**config.mk**
```make
export PLATFORM = sky130hd
export DESIGN_NAME = irqc_top
export DESIGN_NICKNAME = d
export VERILOG_FILES = /design/src/logic/irqc_top.v
export VERILOG_INCLUDE_DIRS = /design/src /design/src/logic
export SDC_FILE = /design/constraint.sdc
export NUM_CORES = 1
export LEC_CHECK = 0
export ABC_AREA = 1
export BUFFER_PORTS_ARGS = -buffer_cell sky130_fd_sc_hd__buf_4
export CAP_MARGIN = 10
export CORE_MARGIN = 3
export CORE_UTILIZATION = 40
export CTS_BUF_LIST = sky130_fd_sc_hd__clkbuf_8
export DETAILED_ROUTE_END_ITERATION = 8
export HOLD_SLACK_MARGIN = 0.1
export PLACE_DENSITY = 0.84
export SKIP_LAST_GASP = 1
export SYNTH_ARGS = -nofsm -noshare
export SYNTH_HDL_FRONTEND = slang
export SYNTH_SLANG_ARGS = --single-unit
```
**constraint.sdc**
```tcl
create_clock -name aclk -period 3.45 [get_ports aclk]
set_input_delay 0.1725 -clock aclk [delete_from_list [all_inputs] [get_ports aclk]]
set_output_delay 0.1725 -clock aclk [all_outputs]
set_load 0.05 [all_outputs]
```
**src/logic/irqc_defs.vh**
```
// Constants for the interrupt response and external irq block.
// Assumes inclusion by the single design file only.
`ifndef IRQC_DEFS_VH
`define IRQC_DEFS_VH

// Register byte offsets
`define IRQC_OFS_CORE_CTRL 8'h00
`define IRQC_OFS_SENSE 8'h04
`define IRQC_OFS_FLAGS 8'h08
`define IRQC_OFS_MASK0 8'h0C
`define IRQC_OFS_MASK1 8'h10
`define IRQC_OFS_MASK2 8'h14
`define IRQC_OFS_MASK3 8'h18
`define IRQC_OFS_STATUS 8'h1C

// core_control_register fields
`define IRQC_CC_VECTOR_TABLE_SELECT 0
`define IRQC_CC_GIE 1
`define IRQC_CC_RESET 2'b00

// external_irq_sense_control fields
`define IRQC_SC_MODE_LO 0
`define IRQC_SC_MODE_HI 1
`define IRQC_SC_EN 2
`define IRQC_SC_PCEN_LO 3
`define IRQC_SC_PCEN_HI 6
`define IRQC_SC_RESET 7'h00

// Sense modes
`define IRQC_MODE_LOW 2'b00
`define IRQC_MODE_ANY 2'b01
`define IRQC_MODE_FALL 2'b10
`define IRQC_MODE_RISE 2'b11

// Flag register: bit 0 external pin, bits 4:1 pin-change groups
`define IRQC_FLAGS_RESET 5'h00
`define IRQC_MASK_RESET 8'h00

// Vector layout, word addresses
`define IRQC_VEC_STRIDE 16'h0002
`define IRQC_NSRC 5

// Bus responses
`define IRQC_RESP_OKAY 2'b00
`define IRQC_RESP_SLVERR 2'b10

`endif

```
**src/logic/irqc_top.v**
```verilog
// Interrupt response logic with external pin and pin-change sources.
// Assumes the core pulses its strobes for one cycle and that pin
// inputs are already synchronous to aclk.
`include "irqc_defs.vh"

////////////////////////////////////////////////////////////////////////
// How it works
// - Reset outranks all; the external pin outranks every other source.
// - Vector select bit moves the vector table to the boot section.
// - Taking any interrupt clears the global enable.
// - Setting global enable inside a handler allows nesting.
// - Return-from-handler sets the global enable again.
// - Taking a flag request vectors and clears that flag.
// - Writing one to a flag clears it; zero leaves it.
// - Flags set while disabled stay pending until enabled or cleared.
// - Pending flags are served one by one in priority order.
// - Level requests exist only while the condition is present.
// - After a return, one main instruction runs before the next take.
// - Status register is neither saved nor restored by hardware.
// - Disable strobe blocks a take in the very same cycle.
// - Pins driven as outputs still trigger interrupts.
// - Group one watches sources 15..8, group zero 7..0.
// - Four mask registers select contributing pins bit by bit.
// - Pin changes are seen without a clock to wake the device.
// - External pin senses falling edge, rising edge, any edge or low level.
// - Low level keeps requesting while the pin stays low.
// - Edges need the I/O clock, which stops outside idle.
// - Low level is seen without a clock for wake-up.
// - A low level gone before start-up ends wakes but never interrupts.
module irqc_top #(
  parameter [15:0] BOOT_START = 16'h1000
) (
  input wire aclk,
  input wire aresetn,
  input wire [7:0] s_axi_awaddr,
  input wire [2:0] s_axi_awprot,
  input wire s_axi_awvalid,
  output wire s_axi_awready,
  input wire [31:0] s_axi_wdata,
  input wire [3:0] s_axi_wstrb,
  input wire s_axi_wvalid,
  output wire s_axi_wready,
  output reg [1:0] s_axi_bresp,
  output reg s_axi_bvalid,
  input wire s_axi_bready,
  input wire [7:0] s_axi_araddr,
  input wire [2:0] s_axi_arprot,
  input wire s_axi_arvalid,
  output wire s_axi_arready,
  output reg [31:0] s_axi_rdata,
  output reg [1:0] s_axi_rresp,
  output reg s_axi_rvalid,
  input wire s_axi_rready,
  input wire core_boundary,
  input wire core_return_from_handler,
  input wire core_disable_irq_instruction,
  input wire core_enable_irq_instruction,
  input wire io_clk_running,
  input wire dedicated_external_irq_pin,
  input wire [30:0] pin_change_sources,
  output reg irq_take,
  output reg [15:0] irq_vector,
  output reg global_irq_enable,
  output wire wake_request
);

  ////////////////////////////////////////////////////////////////////
  // Helpers

  function [2:0] irqc_first;
    input [`IRQC_NSRC-1:0] req;
    integer i;
    begin
      irqc_first = 3'd7;
      for (i = `IRQC_NSRC - 1; i >= 0; i = i - 1) begin
        if (req[i]) begin
          irqc_first = i[2:0];
        end
      end
    end
  endfunction

  function irqc_hit;
    input [7:0] addr;
    input [7:0] ofs;
    begin
      irqc_hit = (addr[7:2] == ofs[7:2]);
    end
  endfunction

  ////////////////////////////////////////////////////////////////////
  // State

  reg vector_table_select_q;
  reg [6:0] sense_q;
  reg [`IRQC_NSRC-1:0] flags_q;
  reg [`IRQC_NSRC-1:0] flags_d;
  reg [31:0] mask_q;
  reg [31:0] pin_last_q;
  reg ext_last_q;
  reg one_insn_q;
  reg aw_full_q;
  reg w_full_q;
  reg [7:0] aw_addr_q;
  reg [31:0] w_data_q;
  reg [3:0] w_strb_q;

  wire [31:0] pins = {1'b0, pin_change_sources};
  wire [1:0] mode = sense_q[`IRQC_SC_MODE_HI:`IRQC_SC_MODE_LO];
  wire ext_en = sense_q[`IRQC_SC_EN];
  wire [3:0] pc_en = sense_q[`IRQC_SC_PCEN_HI:`IRQC_SC_PCEN_LO];
  wire ext_low_mode = (mode == `IRQC_MODE_LOW);

  ////////////////////////////////////////////////////////////////////
  // Source detection

  // Pin levels are pad levels, so a pin driven as output still fires
  wire [31:0] pin_chg = (pins ^ pin_last_q) & mask_q;
  wire [3:0] grp_chg;

  genvar g;
  generate
    for (g = 0; g < 4; g = g + 1) begin : grp
      assign grp_chg[g] = |pin_chg[g*8+7:g*8];
    end
  endgenerate

  // Edges only count while the I/O clock runs
  wire ext_fall = ext_last_q & ~dedicated_external_irq_pin;
  wire ext_rise = ~ext_last_q & dedicated_external_irq_pin;
  reg ext_edge;
  always @* begin
    case (mode)
      `IRQC_MODE_FALL: ext_edge = ext_fall;
      `IRQC_MODE_RISE: ext_edge = ext_rise;
      `IRQC_MODE_ANY: ext_edge = ext_fall | ext_rise;
      default: ext_edge = 1'b0;
    endcase
  end
  wire ext_set = ext_edge & io_clk_running;

  // Low level is a live condition with no flag behind it
  wire ext_level_req = ext_en & ext_low_mode &
    ~dedicated_external_irq_pin;

  // Clockless wake paths: pure gates on pins and stored state
  assign wake_request = (|pin_chg) | ext_level_req;

  ////////////////////////////////////////////////////////////////////
  // Request selection

  wire [`IRQC_NSRC-1:0] req = {
    pc_en & flags_q[4:1],
    ext_low_mode ? ext_level_req : (ext_en & flags_q[0])
  };
  wire [2:0] pick = irqc_first(req);

  // Disable strobe in the same cycle wins over a take
  wire take = core_boundary & global_irq_enable & (|req) &
    ~one_insn_q & ~core_disable_irq_instruction;

  wire [15:0] vec_base = vector_table_select_q ? BOOT_START : 16'h0000;
  wire [15:0] vec_ofs = ({13'd0, pick} + 16'd1) * `IRQC_VEC_STRIDE;

  ////////////////////////////////////////////////////////////////////
  // Bus write decode

  wire wr_fire = aw_full_q & w_full_q & ~s_axi_bvalid;
  wire wr_lane = wr_fire & w_strb_q[0];
  wire wr_cc = wr_lane & irqc_hit(aw_addr_q, `IRQC_OFS_CORE_CTRL);
  wire wr_sc = wr_lane & irqc_hit(aw_addr_q, `IRQC_OFS_SENSE);
  wire wr_fl = wr_lane & irqc_hit(aw_addr_q, `IRQC_OFS_FLAGS);
  wire wr_mapped = aw_addr_q < 8'h20;

  wire [3:0] wr_mask;
  generate
    for (g = 0; g < 4; g = g + 1) begin : mwr
      assign wr_mask[g] = wr_lane &
        (aw_addr_q[7:2] == (`IRQC_OFS_MASK0 >> 2) + g);
    end
  endgenerate

  ////////////////////////////////////////////////////////////////////
  // Flags: set beats both clears

  reg [`IRQC_NSRC-1:0] set_v;
  reg [`IRQC_NSRC-1:0] hw_clr;
  always @* begin
    set_v = {grp_chg, ext_set & ~ext_low_mode};
    hw_clr = {`IRQC_NSRC{1'b0}};
    if (take) begin
      hw_clr[pick] = 1'b1;
    end
    flags_d = flags_q;
    if (wr_fl) begin
      flags_d = flags_d & ~w_data_q[`IRQC_NSRC-1:0];
    end
    flags_d = (flags_d & ~hw_clr) | set_v;
  end

  ////////////////////////////////////////////////////////////////////
  // Core-side sequencing

  // Only the enable bit moves; the rest of the status word is software's
  always @(posedge aclk) begin
    if (!aresetn) begin
      global_irq_enable <= 1'b0;
      one_insn_q <= 1'b0;
      irq_take <= 1'b0;
      irq_vector <= 16'h0000;
    end else begin
      irq_take <= take;
      if (take) begin
        irq_vector <= vec_base + vec_ofs;
      end
      if (core_return_from_handler) begin
        one_insn_q <= 1'b1;
      end else if (core_boundary) begin
        one_insn_q <= 1'b0;
      end
      if (take | core_disable_irq_instruction) begin
        global_irq_enable <= 1'b0;
      end else if (core_return_from_handler) begin
        global_irq_enable <= 1'b1;
      end else if (core_enable_irq_instruction) begin
        global_irq_enable <= 1'b1;
      end else if (wr_cc) begin
        global_irq_enable <= w_data_q[`IRQC_CC_GIE];
      end
    end
  end

  ////////////////////////////////////////////////////////////////////
  // Source registers

  always @(posedge aclk) begin
    if (!aresetn) begin
      vector_table_select_q <= 1'b0;
      sense_q <= `IRQC_SC_RESET;
      flags_q <= `IRQC_FLAGS_RESET;
      mask_q <= 32'h0000_0000;
      pin_last_q <= 32'h0000_0000;
      ext_last_q <= 1'b1;
    end else begin
      flags_q <= flags_d;
      pin_last_q <= pins;
      // Edge history freezes with the I/O clock
      if (io_clk_running) begin
        ext_last_q <= dedicated_external_irq_pin;
      end
      if (wr_cc) begin
        vector_table_select_q <= w_data_q[`IRQC_CC_VECTOR_TABLE_SELECT];
      end
      if (wr_sc) begin
        sense_q <= w_data_q[6:0];
      end
    end
  end

  generate
    for (g = 0; g < 4; g = g + 1) begin : mreg
      always @(posedge aclk) begin
        if (!aresetn) begin
          mask_q[g*8+7:g*8] <= `IRQC_MASK_RESET;
        end else if (wr_mask[g]) begin
          mask_q[g*8+7:g*8] <= w_data_q[7:0];
        end
      end
    end
  endgenerate

  ////////////////////////////////////////////////////////////////////
  // AXI4-Lite write channel

  assign s_axi_awready = ~aw_full_q;
  assign s_axi_wready = ~w_full_q;

  always @(posedge aclk) begin
    if (!aresetn) begin
      aw_full_q <= 1'b0;
      w_full_q <= 1'b0;
      aw_addr_q <= 8'h00;
      w_data_q <= 32'h0000_0000;
      w_strb_q <= 4'h0;
      s_axi_bvalid <= 1'b0;
      s_axi_bresp <= `IRQC_RESP_OKAY;
    end else begin
      if (s_axi_awvalid & ~aw_full_q) begin
        aw_full_q <= 1'b1;
        aw_addr_q <= s_axi_awaddr;
      end
      if (s_axi_wvalid & ~w_full_q) begin
        w_full_q <= 1'b1;
        w_data_q <= s_axi_wdata;
        w_strb_q <= s_axi_wstrb;
      end
      if (wr_fire) begin
        s_axi_bvalid <= 1'b1;
        s_axi_bresp <= wr_mapped ? `IRQC_RESP_OKAY : `IRQC_RESP_SLVERR;
      end
      // Slots free only once the answer is taken
      if (s_axi_bvalid & s_axi_bready) begin
        s_axi_bvalid <= 1'b0;
        aw_full_q <= 1'b0;
        w_full_q <= 1'b0;
      end
    end
  end

  ////////////////////////////////////////////////////////////////////
  // AXI4-Lite read channel

  reg [31:0] rd_word;
  reg rd_ok;
  always @* begin
    rd_word = 32'h0000_0000;
    rd_ok = 1'b1;
    case (s_axi_araddr[7:2])
      `IRQC_OFS_CORE_CTRL >> 2: rd_word[1:0] =
        {global_irq_enable, vector_table_select_q};
      `IRQC_OFS_SENSE >> 2: rd_word[6:0] = sense_q;
      `IRQC_OFS_FLAGS >> 2: rd_word[`IRQC_NSRC-1:0] = flags_q;
      `IRQC_OFS_MASK0 >> 2: rd_word[7:0] = mask_q[7:0];
      `IRQC_OFS_MASK1 >> 2: rd_word[7:0] = mask_q[15:8];
      `IRQC_OFS_MASK2 >> 2: rd_word[7:0] = mask_q[23:16];
      `IRQC_OFS_MASK3 >> 2: rd_word[7:0] = mask_q[31:24];
      `IRQC_OFS_STATUS >> 2: rd_word[3:0] = {one_insn_q,
        wake_request, io_clk_running, dedicated_external_irq_pin};
      default: rd_ok = 1'b0;
    endcase
  end

  assign s_axi_arready = ~s_axi_rvalid;

  always @(posedge aclk) begin
    if (!aresetn) begin
      s_axi_rvalid <= 1'b0;
      s_axi_rdata <= 32'h0000_0000;
      s_axi_rresp <= `IRQC_RESP_OKAY;
    end else if (s_axi_arvalid & ~s_axi_rvalid) begin
      s_axi_rvalid <= 1'b1;
      s_axi_rdata <= rd_word;
      s_axi_rresp <= rd_ok ? `IRQC_RESP_OKAY : `IRQC_RESP_SLVERR;
    end else if (s_axi_rready) begin
      s_axi_rvalid <= 1'b0;
    end
  end

endmodule

```
==> results.py, run 1 <==
metrics = {
    "clocking": {
        "cts_tree": "done",
        "root_buffer": "clkbuf_8",
        "clock_latency_ns": 0.31,
        "post-cts-setup-buffer-count": 0,
        "numClockSinks": 49,
        "htreeDepth": 2,
        "numCtsBuffers": 5,
        "path_clk_slew_ns": 0.10,
        "post_cts_resized": 0,
        "cts_buffer_depth": 2,
    },
    "timing": {
        "finalCritPeriodShare": 0.456,
        "rsz0062_at_grt": "false",
        "max_slew.worst_pin.slew_ns": 0.628,
        "slew_headroom": 0.580,
        "setup_viol": 0,
        "fin_hold_ws_ns": 0.0979,
        "fmax_ghz": 0.636,
        "tns_ns": 0,
        "maxSlewViolCount": 0,
        "skew_ns": 0.00848,
        "period_minus_slack_ns": 1.57,
        "hold_viol_final": 0,
    },
    "finish": {
        "multi_input_area_sq_um": 1260,
        "sequential_cell_area_sq_um": 981,
        "num_antenna_cells": 0,
        "final_cell_mix": "54 x buf_4, 49 x dfxtp_1, 48 x inv_1",
        "nets": 517,
        "drive_gt1_frac": 0.208,
        "n_fill_cell": 569,
        "layoutNonFillerInstCount": 488,
        "area_growth_syn_to_layout_pct": 17.4,
        "layout.cells.most_common": "buf_4",
    },
    "floorplanning": {
        "pin_count": 162,
        "floorplan.core_area_sq_um": 6130,
        "die_area_sq_um": 7560,
        "die-width_um": 86.9,
        "row_count": 28,
        "start_util": 0.427,
        "fp.dieH_um": 86.9,
    },
    "logic_synthesis": {
        "synth_top_area_share": 0.374,
        "ys_types": 34,
        "ys_ff_latch": 49,
        "syn_area_per_cell_sq_um": 7.38,
        "syn_area_sq_um": 2620,
        "yosys_warnings": 64,
        "syn_inst": 355,
        "synthTopCellsByArea": "dfxtp_1 37%, buf_4 11%, inv_1 6.9%",
        "yosysTopAreaCell": "dfxtp_1",
        "ys_seq_area_frac": 0.374,
    },
    "global_route": {
        "grt_pass1_wl_um": 9870,
        "grt_use_total": 0.161,
        "antenna_found_initial": 0,
        "grt-ovfl-total": 0,
        "grt_pass1_vias": 2300,
        "grt_max_degree": 36,
    },
    "detailed_routing": {
        "drt_iter0_drc": 204,
        "route.met3.wl_um": 328,
        "first_pass_iters": 4,
        "wl_met2_um": 2960,
        "drtAntennaViolNets": 0,
        "drc": 0,
        "routed_wl_um": 5960,
        "wl_per_cell_um": 12.2,
        "via_per_inst": 4.86,
        "top_layer": "met4",
        "wirelength_met1_um": 2500,
        "vias": 2374,
    },
    "critical_path": {
        "startpoint_type": "flop",
        "critPathKind": "reg -> reg",
        "cp_max_fo": 14,
        "end_kind": "flop",
        "crit_arrival_ns": 1.76,
        "r2r_slack_ns": 1.88,
        "r2r-end": "sense_q[4]",
        "required_ns": 3.63,
        "rr_startpoint": "aw_addr_q[6]",
        "r2r_cells": 6,
    },
    "placement": {
        "dp_hpwl_um": 4490,
        "portBuffers": 54,
        "placed_cells": 475,
        "finalWeightedCongestion": 0.907,
    },
    "outcome": {
        "outcome": "finished clean",
    },
    "hold_path": {
        "min_to": "ext_last_q",
        "min_path_type": "in -> reg",
        "hold_start": "dedicated_external_irq_pin",
        "whs_path_depth": 3,
    },
    "pwr": {
        "vdd_drop_max_v": 0.000214,
        "powerDensity_nw_per_um2": 397,
        "p_leak_nw": 1.48,
    },
    "run": {
        "maxCapViolations": 0,
    },
}
[sequential cells by signal, indices dropped and copies added (netlist names), 5 cells and up]
| name | flops |
|---|---|
| irq_vector | 5 |
| aw_addr_q | 6 |
| sense_q | 7 |
| w_data_q | 7 |
| flags_q | 5 |
| s_axi_rdata | 7 |
[timing repair]
action	4_1_cts	5_1_grt
hold endpoints to repair	5	0
endpoints found under the setup margin	0	0
hold buffers	5	0
[routing by layer]
| metal | up-vias | track usage |
|---|---|---|
| met5 | - | 0 |
| met4 | 0 | 0.0779 |
| met3 | 17 | 0.0303 |
| met2 | 78 | 0.277 |
| met1 | 1092 | 0.192 |
| li1 | 1187 | - |
[power by group]
| part | internal, W | switching [W] |
|---|---|---|
| clock network | 0.000148 | 0.000207 |
| registers | 0.000589 | 0.0000155 |
| logic | 0.0000623 | 0.000199 |
[how the worst max path moves through the flow]
| stage | depth (start not counted) | slack [ns] | startpoint | to |
|---|---|---|---|---|
| final | 6 | 1.88 | aw_addr_q[6] | sense_q[4] |
| after global routing | 6 | 1.65 | aw_addr_q[6] | sense_q[4] |
| after CTS | 5 | 1.87 | aw_addr_q[6] | sense_q[6] |
| after detailed placement | 5 | 1.90 | aw_addr_q[6] | sense_q[3] |
| after global placement | 6 | 1.94 | aw_addr_q[6] | sense_q[4] |
| after floorplan | 6 | 1.71 | s_axi_rvalid | s_axi_rdata[6] |
[cells by family after synthesis]
group,share of synthesized area
flops,0.374
simple gates,0.247
other cells,0.00143
compound gates,0.167
buf+inv,0.196
fa+ha+maj,0.0143
[synthesized netlist by cell type (all sizes together)]
master   count
a21oi       37
o2111ai      1
buf         41
conb         1
a21boi       2
dfxtp       49
clkbuf       5
nand2       50
a31oi        2
ha           3
o21ai       31
nand3       16
o21bai       1
nor2        43
o21a         1
inv         50
nor3         5
nand4       14
o211ai       3
[cell type report]
class | instances | share of cell area
inverters | 50 | 0.0610
multi-input cells | 247 | 0.411
repair buffers | 59 | 0.148
flip-flops and latches | 49 | 0.319
well taps | 75 | 0.0305
clock inverters | 3 | 0.00854
clock buffers | 5 | 0.0224
[critical path, stage by stage (launching register included)]
cell     delay, ns
dfxtp_1       0.33
nor2_2        0.22
nand3_2       0.13
nor3_4        0.51
nor2_1        0.08
a21oi_1       0.13
nor2_1        0.05
[per-stage QoR]
| stage | total power, W | cell area (sq um) | utilization | setup WS (ns) |
|---|---|---|---|---|
| 3_3_place_gp | 0.000868 | 2930 | 0.478 | 1.94 |
| 6_report | 0.00122 | 3080 | 0.502 | 1.88 |
| 2_1_floorplan | 0.000843 | 2760 | - | 1.71 |
| 4_1_cts | 0.00123 | 3080 | 0.502 | 1.87 |
| 3_5_place_dp | 0.000873 | 2930 | 0.478 | 1.90 |
| 5_1_grt | 0.00127 | 3080 | 0.502 | 1.65 |
Note: power is estimated with default switching activity, not from simulation.
==> inputs of run 2 (changes only) <==
--- a/config.mk
+++ b/config.mk
@@ -6,7 +6,7 @@
 export SDC_FILE = /design/constraint.sdc
 export NUM_CORES = 1
 export LEC_CHECK = 0
-export ABC_AREA = 1
+export ABC_AREA = 0
 export BUFFER_PORTS_ARGS = -buffer_cell sky130_fd_sc_hd__buf_4
 export CAP_MARGIN = 10
 export CORE_MARGIN = 3
@@ -14,7 +14,7 @@
 export CTS_BUF_LIST = sky130_fd_sc_hd__clkbuf_8
 export DETAILED_ROUTE_END_ITERATION = 8
 export HOLD_SLACK_MARGIN = 0.1
-export PLACE_DENSITY = 0.84
+export PLACE_DENSITY = 0.85
 export SKIP_LAST_GASP = 1
 export SYNTH_ARGS = -nofsm -noshare
 export SYNTH_HDL_FRONTEND = slang
==> constraint.sdc (replaced) <==
create_clock -name aclk -period 1.49 [get_ports aclk]
set_input_delay 0.0745 -clock aclk [delete_from_list [all_inputs] [get_ports aclk]]
set_output_delay 0.0745 -clock aclk [all_outputs]
set_load 0.05 [all_outputs]
==> run 2 against run 1 <==
The flow now finishes with violations (negative setup slack). Critical path type unchanged. Clock skew up 0.0026 ns. First-iteration DRC count is 18% lower. Hold slack better by 0.058 ns. Clock power up 110%. Largest power group unchanged. Register-to-register slack worse by 2.1 ns. Combinational power rose by 150%. Die area decreased by 2.2%. Power rose by 130%. Routed wire length grew 6.3%. Final cell count down 7.6%.
==> results.py, run 2 <==
metrics = {
    "logic_synthesis": {
        "synthTopCellsByArea": "dfxtp_1 38%, buf_4 11%, mux2i_1 10%",
        "synthFlopType": "dfxtp_1",
        "syn_inst": 276,
        "syn_area_per_cell_sq_um": 9.27,
        "synth_commonest_cells": "49 x dfxtp_1, 38 x buf_4, 29 x nor2b_1, 26 x mux2i_1, 20 x nand2_1",
        "ys_types": 44,
        "synth_top_area_share": 0.384,
        "yosysTopAreaCell": "dfxtp_1",
        "syn_area_sq_um": 2560,
        "synth.most_common_cell": "dfxtp_1",
        "ys_ff_latch": 49,
        "yosys_warnings": 64,
        "synth-async-reset-ratio": 0,
        "ys_seq_area_frac": 0.384,
        "synth_edf_count": 0,
    },
    "timing": {
        "hold_viol_final": 0,
        "setup_viol": 20,
        "fin_hold_ws_ns": 0.156,
        "maxSlewViolCount": 0,
        "finalCritPeriodShare": 1.16,
        "rsz0062_at_grt": "true",
        "finalWorstSetupSlack_ns": -0.237,
        "fmax_ghz": 0.579,
        "period_minus_slack_ns": 1.73,
        "skew_ns": 0.0111,
    },
    "pwr": {
        "clockPowerShare": 0.272,
        "p_leak_nw": 1.58,
        "intPower_w": 0.00190,
        "switching_power_w": 0.000891,
        "seqPwrFrac": 0.497,
        "power_frac_comb": 0.231,
        "swShare": 0.320,
        "powerDensity_nw_per_um2": 783,
        "vdd_drop_max_v": 0.000719,
    },
    "run": {
        "maxCapViolations": 0,
    },
    "clocking": {
        "numCtsBuffers": 5,
        "cts_tree": "done",
        "numClockSinks": 49,
        "htreeDepth": 2,
        "cts_buffer_depth": 2,
        "root_buffer": "clkbuf_8",
        "clock_latency_ns": 0.31,
        "path_clk_slew_ns": 0.09,
    },
    "finish": {
        "n_fill_cell": 492,
        "layout.cells.most_common": "buf_4",
        "num_antenna_cells": 0,
        "multi_input_area_sq_um": 1480,
        "sequential_cell_area_sq_um": 991,
        "nets": 480,
        "final_cell_mix": "77 x buf_4, 43 x dfxtp_1, 38 x conb_1",
        "area_growth_syn_to_layout_pct": 39.1,
        "drive_gt1_frac": 0.316,
        "reg.largest.list": "s_axi_rdata (7), sense_q (7), w_data_q (7)",
    },
    "outcome": {
        "outcome": "complete, but fails checks",
        "violations": "negative setup slack",
    },
    "detailed_routing": {
        "first_pass_iters": 4,
        "drc": 0,
        "drtAntennaViolNets": 0,
        "via_per_inst": 4.93,
        "wl_per_cell_um": 14.0,
        "drt_iter0_drc": 168,
        "vias": 2222,
        "routed_wl_um": 6330,
    },
    "hold_path": {
        "hold_start": "core_disable_irq_instruction",
        "min_path_type": "in -> reg",
        "min_to": "global_irq_enable",
        "whs_path_depth": 3,
    },
    "floorplanning": {
        "fp.dieH_um": 86.0,
        "row_count": 28,
        "start_util": 0.422,
        "pin_count": 162,
        "die_area_sq_um": 7390,
        "die-width_um": 86.0,
        "floorplan.core_area_sq_um": 6060,
    },
    "global_route": {
        "grt_pass1_wl_um": 9800,
        "grt_pass1_vias": 2098,
        "grt_max_degree": 26,
        "antenna_found_initial": 0,
        "grt-ovfl-total": 0,
        "grt_use_total": 0.169,
    },
    "critical_path": {
        "r2r-end": "irq_vector[2]",
        "r2r_cells": 6,
        "required_ns": 1.69,
        "crit_chain": "or4b_4, and2_4, and3_4, ha_4, mux2i_1, nor2b_1",
        "rr_startpoint": "sense_q[0]",
        "end_kind": "flop",
        "cp_slowest_cell": "or4b_4",
        "startpoint_type": "flop",
        "cp_slowest_stage_delay_ns": 0.54,
        "cp_max_fo": 4,
        "crit_arrival_ns": 1.93,
        "critPathKind": "reg -> reg",
        "r2r_slack_ns": -0.24,
    },
    "placement": {
        "finalWeightedCongestion": 0.933,
        "portBuffers": 54,
        "post-place-ws_ns": -0.226,
        "dp_hpwl_um": 4530,
    },
}
[run 2: cell type report]
type                    count  area share
clock buffers               5      0.0193
inverters                   7     0.00738
multi-input cells         205       0.416
well taps                  75      0.0264
clock inverters             3     0.00422
flip-flops and latches     49       0.278
repair buffers            107       0.249
[run 2: power groups by stage]
stage | registers [W] | clock network (W) | logic (W)
CTS | 0.00138 | 0.000771 | 0.000633
finish | 0.00139 | 0.000758 | 0.000644
floorplan | 0.00145 | 0 | 0.000466
detailed placement | 0.00141 | 0 | 0.000575
global placement | 0.00141 | 0 | 0.000565
global route | 0.00139 | 0.000844 | 0.000683
[run 2: worst max-delay path by stage]
stage,end,from
after floorplan,irq_vector[12],sense_q[0]
after detailed placement,irq_vector[2],sense_q[0]
after global placement,irq_vector[2],sense_q[0]
after CTS,irq_vector[2],sense_q[0]
final,irq_vector[2],sense_q[0]
after global routing,irq_vector[2],sense_q[0]
[run 2: metrics by stage]
stage / utilization / area [sq um] / TNS, ns / std cells / total power, W
after floorplan: - / 2760 / -1.02 / 313 / 0.00191
after global placement: 0.508 / 3080 / -1.26 / 413 / 0.00198
after detailed placement: 0.508 / 3080 / -2.10 / 413 / 0.00199
after CTS: 0.574 / 3480 / -1.71 / 448 / 0.00279
after global routing: 0.587 / 3560 / -3.10 / 451 / 0.00292
final: 0.587 / 3560 / -1.82 / 451 / 0.00279
[run 2: worst max-delay path, delay by kind of cell, from the launching register on]
family,cells,cell delay [ns]
mux,1,0.14
fa+ha+maj,1,0.23
simple gates,4,0.92
flops,1,0.33
[run 2: kinds of logic after synthesis]
group                      Yosys count  synth area share
other                                1           0.00147
muxes                               27             0.106
adders and majority gates            3            0.0147
buffers and inverters               59             0.145
and+or+nand+nor                     90             0.207
xor gates and xnor gates             2           0.00685
DFF                                 49             0.384
AOI/OAI and AO/OA                   45             0.135
[run 2: per-layer routing]
metal  vias up  routed length, um  track usage
li1       1084                  -            -
met1      1029               2700        0.208
met2       102               3070        0.287
met3         7                463       0.0365
met4         0                104       0.0619
met5         -                  0            0
[run 2: repair_timing]
item	4_1_cts	5_1_grt
hold endpoints to repair	26	0
hold buffers	25	0
resized for setup	13	13
endpoints found under the setup margin	21	21
pin swaps	6	8
setup buffers	2	3
